--- config.mk ---
export PLATFORM = sky130hd
export DESIGN_NAME = pspc_port_cfg
export DESIGN_NICKNAME = d
export VERILOG_FILES = /design/src/pkg/pspc_pkg.sv /design/src/hdl/pspc_port_cfg.sv
export SDC_FILE = /design/constraint.sdc
export NUM_CORES = 1
export LEC_CHECK = 0
export BUFFER_PORTS_ARGS = -buffer_cell sky130_fd_sc_hd__buf_2
export CAP_MARGIN = 20
export CORE_ASPECT_RATIO = 0.9
export CORE_MARGIN = 4
export CORE_UTILIZATION = 40
export CTS_CLUSTER_DIAMETER = 40
export CTS_CLUSTER_SIZE = 20
export DETAILED_ROUTE_END_ITERATION = 16
export HOLD_SLACK_MARGIN = 0.1
export SYNTH_ARGS = -nofsm -noshare
export SYNTH_HDL_FRONTEND = slang
export SYNTH_SLANG_ARGS = --single-unit
--- constraint.sdc ---
create_clock -name CORE_CLK_I -period 2.2 [get_ports CORE_CLK_I]
set_input_delay 0.55 -clock CORE_CLK_I [delete_from_list [all_inputs] [get_ports CORE_CLK_I]]
set_output_delay 0.55 -clock CORE_CLK_I [all_outputs]
set_load 0.005 [all_outputs]
--- src/pkg/pspc_pkg.sv ---
// constants for the programming spi port configuration block
package pspc_pkg;

  // strap decode values
  localparam logic ROLE_SLAVE = 1'b0;
  localparam logic ROLE_MASTER = 1'b1;
  localparam logic PORT_OFF = 1'b0;
  localparam logic PORT_ON = 1'b1;

  // values after reset
  localparam logic RST_ROLE = 1'b0;
  localparam logic RST_EN = 1'b0;
  localparam logic RST_FAB_EN = 1'b1;

  // core cycles after reset release before the straps are latched
  localparam logic [1:0] CAP_WAIT = 2'h2;

  // power-up completion delay before the fabric may take the pins
  localparam int CORE_CLK_MHZ = 50;
  localparam int PWRUP_NS = 1000;
  localparam int PWRUP_CYC_INT = (PWRUP_NS * CORE_CLK_MHZ + 999) / 1000;
  localparam logic [7:0] PWRUP_CYC = PWRUP_CYC_INT[7:0];

  // port owner
  typedef enum logic [1:0] {
    PSPC_OWN_NONE,
    PSPC_OWN_CTRL,
    PSPC_OWN_FABRIC
  } pspc_owner_t;

endpackage

--- src/hdl/pspc_port_cfg.sv ---
// strap capture, ownership and pin steering for the programming spi port
`timescale 1ns/10ps
module pspc_port_cfg (
  // clock and reset
  input wire logic CORE_CLK_I,
  input wire logic RST_N_I,
  // board straps and pins
  input wire logic SPI_EN_I,
  input wire logic SPI_ROLE_STRAP_I,
  input wire logic TEST_RESET_PIN_I,
  input wire logic SUSPEND_CFG_I,
  // spi pins
  input wire logic SCK_I,
  output logic SCK_O,
  output logic SCK_OE_O,
  input wire logic SS_N_I,
  output logic SS_N_O,
  output logic SS_N_OE_O,
  input wire logic SDI_I,
  output logic SDO_O,
  output logic SDO_OE_O,
  // system controller side
  input wire logic CTRL_SDO_I,
  input wire logic CTRL_SCK_I,
  input wire logic CTRL_SS_N_I,
  output logic CTRL_SCK_O,
  output logic CTRL_SCK_RISE_O,
  output logic CTRL_SS_N_O,
  output logic CTRL_SDI_O,
  output logic CTRL_AWAKE_O,
  output logic SLAVE_PROG_OK_O,
  output logic FLASH_INIT_OK_O,
  // fabric side
  input wire logic FAB_SCK_I,
  input wire logic FAB_SCK_OE_I,
  input wire logic FAB_SS_N_I,
  input wire logic FAB_SS_N_OE_I,
  input wire logic FAB_SDO_I,
  input wire logic FAB_SDO_OE_I,
  output logic FAB_SDI_O,
  output logic FAB_OWNS_O,
  // programming results
  input wire logic PROG_DONE_I,
  input wire logic PROG_SEC_ONLY_I,
  output logic FABRIC_ENABLED_O
);

  ////////////////////////////////////////////////////////////////
  // synchronisers
  logic [1:0] en_sync, role_sync, trst_sync, sck_sync, ss_sync, sdi_sync;
  logic sck_last;

  always_ff @(posedge CORE_CLK_I or negedge RST_N_I)
  begin
    if (!RST_N_I)
    begin
      en_sync <= 2'h0;
      role_sync <= 2'h0;
      trst_sync <= 2'h0;
      sck_sync <= 2'h0;
      ss_sync <= 2'h3;
      sdi_sync <= 2'h0;
      sck_last <= 1'b0;
    end
    else
    begin
      en_sync <= {en_sync[0], SPI_EN_I};
      role_sync <= {role_sync[0], SPI_ROLE_STRAP_I};
      trst_sync <= {trst_sync[0], TEST_RESET_PIN_I};
      sck_sync <= {sck_sync[0], SCK_I};
      ss_sync <= {ss_sync[0], SS_N_I};
      sdi_sync <= {sdi_sync[0], SDI_I};
      sck_last <= sck_sync[1];
    end
  end

  ////////////////////////////////////////////////////////////////
  // strap capture after reset release
  logic captured, role, port_en;
  logic next_captured, next_role, next_port_en;
  logic [1:0] cap_wait, next_cap_wait;

  always_comb
  begin
    next_captured = captured;
    next_role = role;
    next_port_en = port_en;
    next_cap_wait = cap_wait;
    if (!captured)
    begin
      // wait for synchronisers to fill, then latch once
      if (cap_wait == pspc_pkg::CAP_WAIT)
      begin
        next_captured = 1'b1;
        next_role = role_sync[1];
        next_port_en = en_sync[1];
      end
      else
      begin
        next_cap_wait = cap_wait + 2'h1;
      end
    end
  end

  always_ff @(posedge CORE_CLK_I or negedge RST_N_I)
  begin
    if (!RST_N_I)
    begin
      captured <= 1'b0;
      role <= pspc_pkg::RST_ROLE;
      port_en <= pspc_pkg::RST_EN;
      cap_wait <= 2'h0;
    end
    else
    begin
      captured <= next_captured;
      role <= next_role;
      port_en <= next_port_en;
      cap_wait <= next_cap_wait;
    end
  end

  // live enable strap still tristates outputs, two core cycles later through its synchroniser
  logic en_live;
  assign en_live = en_sync[1] && port_en;

  ////////////////////////////////////////////////////////////////
  // owner state machine and power-up delay
  pspc_pkg::pspc_owner_t owner, next_owner;
  logic [7:0] pwr_cnt, next_pwr_cnt;

  always_comb
  begin
    next_owner = owner;
    next_pwr_cnt = pwr_cnt;
    case (owner)
      pspc_pkg::PSPC_OWN_NONE:
      begin
        if (captured)
        begin
          next_owner = pspc_pkg::PSPC_OWN_CTRL;
        end
      end
      pspc_pkg::PSPC_OWN_CTRL:
      begin
        if (port_en && role == pspc_pkg::ROLE_MASTER)
        begin
          if (pwr_cnt == pspc_pkg::PWRUP_CYC - 8'h1)
          begin
            next_owner = pspc_pkg::PSPC_OWN_FABRIC;
          end
          else
          begin
            next_pwr_cnt = pwr_cnt + 8'h1;
          end
        end
      end
      pspc_pkg::PSPC_OWN_FABRIC:
      begin
        next_owner = pspc_pkg::PSPC_OWN_FABRIC;
      end
      default:
      begin
        next_owner = pspc_pkg::PSPC_OWN_NONE;
      end
    endcase
  end

  always_ff @(posedge CORE_CLK_I or negedge RST_N_I)
  begin
    if (!RST_N_I)
    begin
      owner <= pspc_pkg::PSPC_OWN_NONE;
      pwr_cnt <= 8'h0;
    end
    else
    begin
      owner <= next_owner;
      pwr_cnt <= next_pwr_cnt;
    end
  end

  ////////////////////////////////////////////////////////////////
  // fabric disable after security-only image
  logic fab_en, next_fab_en;

  always_comb
  begin
    next_fab_en = fab_en;
    if (PROG_DONE_I)
    begin
      next_fab_en = !PROG_SEC_ONLY_I;
    end
  end

  always_ff @(posedge CORE_CLK_I or negedge RST_N_I)
  begin
    if (!RST_N_I)
    begin
      fab_en <= pspc_pkg::RST_FAB_EN;
    end
    else
    begin
      fab_en <= next_fab_en;
    end
  end

  ////////////////////////////////////////////////////////////////
  // pin steering
  logic slave_ok, fab_owns, ctrl_master, ss_hi;
  assign slave_ok = captured && port_en == pspc_pkg::PORT_ON && role == pspc_pkg::ROLE_SLAVE;
  assign fab_owns = owner == pspc_pkg::PSPC_OWN_FABRIC && role == pspc_pkg::ROLE_MASTER;
  assign ctrl_master = captured && role == pspc_pkg::ROLE_MASTER && !fab_owns;
  assign ss_hi = ss_sync[1];

  always_comb
  begin
    SCK_O = 1'b0;
    SCK_OE_O = 1'b0;
    SS_N_O = 1'b1;
    SS_N_OE_O = 1'b0;
    SDO_O = 1'b0;
    SDO_OE_O = 1'b0;
    if (en_live)
    begin
      if (fab_owns)
      begin
        SCK_O = FAB_SCK_I;
        SCK_OE_O = FAB_SCK_OE_I;
        SS_N_O = FAB_SS_N_I;
        SS_N_OE_O = FAB_SS_N_OE_I;
        SDO_O = FAB_SDO_I;
        SDO_OE_O = FAB_SDO_OE_I;
      end
      else if (ctrl_master)
      begin
        SCK_O = CTRL_SCK_I;
        SCK_OE_O = 1'b1;
        SS_N_O = CTRL_SS_N_I;
        SS_N_OE_O = 1'b1;
        SDO_O = CTRL_SDO_I;
        SDO_OE_O = 1'b1;
      end
      else if (slave_ok && !ss_hi)
      begin
        SDO_O = CTRL_SDO_I;
        SDO_OE_O = 1'b1;
      end
    end
  end

  assign CTRL_SCK_O = sck_sync[1];
  assign CTRL_SCK_RISE_O = slave_ok && sck_sync[1] && !sck_last;
  assign CTRL_SS_N_O = slave_ok ? ss_hi : 1'b1;
  assign CTRL_SDI_O = (fab_owns ? 1'b0 : sdi_sync[1]);
  assign FAB_SDI_O = fab_owns ? sdi_sync[1] : 1'b0;
  assign FAB_OWNS_O = fab_owns;
  assign SLAVE_PROG_OK_O = slave_ok;
  assign FLASH_INIT_OK_O = captured && role == pspc_pkg::ROLE_MASTER;
  assign CTRL_AWAKE_O = !SUSPEND_CFG_I || trst_sync[1];
  assign FABRIC_ENABLED_O = fab_en;

  ////////////////////////////////////////////////////////////////
  // assertions
  a_role_held: assert property (@(posedge CORE_CLK_I) disable iff (!RST_N_I)
    $past(captured) |-> $stable(role)) else $error("role changed while running");
  a_slave_gate: assert property (@(posedge CORE_CLK_I) disable iff (!RST_N_I)
    SLAVE_PROG_OK_O |-> (port_en && !role)) else $error("slave accepted with bad straps");
  a_tristate_off: assert property (@(posedge CORE_CLK_I) disable iff (!RST_N_I)
    !$past(SPI_EN_I, 2) |-> !(SCK_OE_O || SS_N_OE_O || SDO_OE_O)) else $error("output driven while disabled");
  a_no_fab_slave: assert property (@(posedge CORE_CLK_I) disable iff (!RST_N_I)
    (captured && !role) |-> (!FAB_OWNS_O && !FAB_SDI_O)) else $error("fabric reached pins in slave role");
  a_no_flash_init: assert property (@(posedge CORE_CLK_I) disable iff (!RST_N_I)
    (captured && !role) |-> !FLASH_INIT_OK_O) else $error("flash init in slave role");
  a_handover: assert property (@(posedge CORE_CLK_I) disable iff (!RST_N_I)
    $rose(captured) && port_en && role |-> ##[1:60] FAB_OWNS_O) else $error("no handover to fabric");
  a_ss_tristate: assert property (@(posedge CORE_CLK_I) disable iff (!RST_N_I)
    (slave_ok && $past(SS_N_I, 2)) |-> !SDO_OE_O) else $error("sdo driven while deselected");
  a_suspend: assert property (@(posedge CORE_CLK_I) disable iff (!RST_N_I)
    (SUSPEND_CFG_I && !$past(TEST_RESET_PIN_I, 2)) |-> !CTRL_AWAKE_O) else $error("left suspend with pin low");
  a_sec_only: assert property (@(posedge CORE_CLK_I) disable iff (!RST_N_I)
    (PROG_DONE_I && PROG_SEC_ONLY_I) |=> !FABRIC_ENABLED_O) else $error("fabric not disabled");
  a_capture: assert property (@(posedge CORE_CLK_I) disable iff (!RST_N_I)
    $rose(captured) |-> role == $past(role_sync[1])) else $error("strap capture wrong");

  c_slave: cover property (@(posedge CORE_CLK_I) disable iff (!RST_N_I) SLAVE_PROG_OK_O && SDO_OE_O);
  c_fab: cover property (@(posedge CORE_CLK_I) disable iff (!RST_N_I) FAB_OWNS_O);
  c_sec: cover property (@(posedge CORE_CLK_I) disable iff (!RST_N_I) PROG_DONE_I && PROG_SEC_ONLY_I);

endmodule

==> out/qor.yml <==
final_nets: 185
final_layout_size_suffix_gt1_frac: 0.3648
clock_sinks: 29
post-route-drc-count: 0
period_minus_ws_final_ns: 2.093
finClkSkew_ns: 0.009815
gr_ovfl_total: 0
via_count_of_the_first_global_routing_pass: 877
wire_length_of_the_first_global_routing_pass_mm: 3.988
mapped_cell_area_um2: 1309
topRoutingLayerUsed: "met4"
synth_most_common_cell: "dfrtp_1"
area_growth_pct: 25.62
n_fill_cell: 305
timing.critical_path.arrival_ns: 1.54
ys_async_sr_fraction: 1.000
rr_endpoint: "owner[0]"
synth_cell_types: 33
synthCells: 115
cts_inserted_buffers: 5
final-setup-viol-count: 0
post_synth.cell_area_avg_um2: 11.38
vias: 962
edff_count_synth: 0
total_number_of_placement_rows: 19
power-per-cell-area_nw_per_um2: 926.0
total_count_of_max_transition_violations_in_the_final_report: 0
ctsHtreeMaxLevel: 2
met2_length_mm: 1.044
detail_route.first_pass.iterations: 4
holdWs_ns: 0.2405
finalPower_uw: 1522
worstPathMaxFanout: 4
count_of_state_elements_after_synthesis: 29
dp_hpwl_mm: 1.830
place_area_um2: 1529
synth_top_cells_by_area: "dfrtp_1, ha_1, dfstp_2, xnor2_1, nand2_1"
r2r_slack_ns: 0.39
detailedPlace.worstSlack_ns: 0.2817
route.met3.wl_um: 263
post-synth-top-area-fraction: 0.4971
yosys_warnings: 0
ys_seq_area_frac: 0.5574
insertion_delay_ns: 0.32
drtAntennaViolNets: 0
worst_setup_path_end_kind: "output pin"
worst_pin_slew_ns: 0.6270
number_of_antenna_violations_at_the_first_check_in_global_routing: 0
ir_drop_v: 0.0005758
final_hold_viol_count: 0
max_slew_margin: 0.5820
die-width_um: 68.30
ioPinCount: 36
core_area_um2: 3090
dominantRegCellSynth: "dfrtp_1"
placement.io_buffers: 35
clk_buf_depth: 2
setup.worst_path.start: "owner[0]"
synthTopCellsByCount: "dfrtp_1, nand2_1, inv_1"
clk_transition_reported_paths_ns: 0.09
final_critical_path_share_of_the_clock_period: 0.9514
synth_top_area_cell: "dfrtp_1"
worstReg2RegStart: "pwr_cnt[6]"
hold_class: "in -> async"
cts_root_buffer: "clkbuf_4"
wire_per_inst_um: 12.16
drtIter0Drc: 17
grt_util_all_layers: 0.1263
dp.cells: 190
die_area_um2: 4252
cap_violations: 0
finalNonFillerCells: 201
start_kind: "flip-flop"
tritoncts: "built"
routedLengthMet1_mm: 1.123
final_design_area_no_fill_um2: 1644
rd_place_congestion: 0.7400
worstPathRequired_ns: 1.65
grt_max_degree: 30
worst_slack_ns: 0.1070
power.static_leakage_uw: 0.0008014
n_antenna_cell: 0
status: "finished, final reports clean"
critPathKind: "reg -> out"
wl_mm: 2.445
post_drt_via_cell_ratio: 4.786
cell_depth_of_the_worst_flop_to_flop_path: 3
fmax_ghz: 0.4778
die_h_um: 62.27
post_synth_net_total: 142
effective_utilization_at_floorplan: 0.4235
metal layers:
metal,vias to the layer above,GRT usage
li1,483,-
met1,442,0.1647
met2,35,0.1745
met3,2,0.07027
met4,0,0.04467
met5,-,0
cell type report:
| class | instances | area, um2 | share of cell area |
|---|---|---|---|
| Inverter | 8 | 32.53 | 0.01979 |
| Multi-Input combinational cell | 76 | 561.8 | 0.3417 |
| Timing Repair Buffer | 38 | 197.7 | 0.1202 |
| Tap cell | 42 | 52.55 | 0.03196 |
| Clock buffer | 7 | 65.06 | 0.03957 |
| Clock inverter | 1 | 5.005 | 0.003044 |
| Sequential cell | 29 | 729.5 | 0.4437 |
registers in the layout, summed over array words and instances (netlist names):
register	flops
FABRIC_ENABLED_O	1
cap_wait	2
captured	1
en_sync	2
owner	2
port_en	1
pwr_cnt	8
role	1
role_sync	2
sck_last	1
sck_sync	2
sdi_sync	2
ss_sync	2
trst_sync	2
layout by cell type, fill, tap and decap left out, drive strengths merged:
cell type,count
o221ai,2
inv,8
nand3,6
nor4b,1
nor2,1
clkbuf,7
and4,1
o21a,1
or3,1
nand4,2
nor3,1
xor2,1
and2,3
o211ai,1
a22o,1
nand2,13
clkinv,1
nand3b,1
dfstp,3
nand2b,2
dfrtp,26
ha,7
or2,1
mux2i,4
o2111ai,1
buf,38
a21oi,5
and3,3
xnor2,6
o21ai,1
o22ai,1
mux2,2
or4b,1
or4,1
nor2b,5
worst max path at each step:
| stage | endpoint | slack, ns | cells after the start |
|---|---|---|---|
| 6_report | SS_N_OE_O | 0.11 | 6 |
| 5_1_grt | SCK_OE_O | -0.01 | 6 |
| 4_1_cts | SS_N_O | 0.01 | 6 |
| 2_1_floorplan | owner[0] | 0.49 | 3 |
| 3_3_place_gp | SCK_O | 0.39 | 7 |
| 3_5_place_dp | SCK_O | 0.28 | 7 |
logic make-up (layout without fill, tap and decap cells):
kind of cell,count (synthesis),in the layout,synth area share
fa+ha+maj,7,7,0.06692
compound gates,13,13,0.06597
simple gates,43,43,0.1864
xor+xnor,7,7,0.04685
mux,6,6,0.04780
buf+inv,10,54,0.02868
flops,29,29,0.5574
where the power goes:
part | internal (uW) | total, uW | switching [uW]
Combinational | 237 | 458 | 221
Sequential | 614 | 701 | 87.3
Clock | 185 | 363 | 178
Total | 1040 | 1520 | 486
through the flow:
stage	setup TNS, ns	util
2_1_floorplan	0	-
3_3_place_gp	0	0.4947
3_5_place_dp	0	0.4947
4_1_cts	0	0.5182
5_1_grt	-0.01935	0.5320
6_report	0	0.5320
worst max-delay path, cell delays in order, from the launching register on:
cell	delay [ns]
dfrtp_1	0.41
inv_2	0.08
ha_4	0.17
nand3b_1	0.17
buf_4	0.16
a21oi_1	0.10
buf_2	0.12
repair_timing:
action,CTS,global route
buffers inserted,0,3
gates cloned,0,0
endpoints found under the setup margin,5,6
hold endpoints to repair,0,0
pin swaps,0,1
hold buffers,0,0
resized for setup,3,4
No activity file was read; power rests on OpenSTA's default activity.
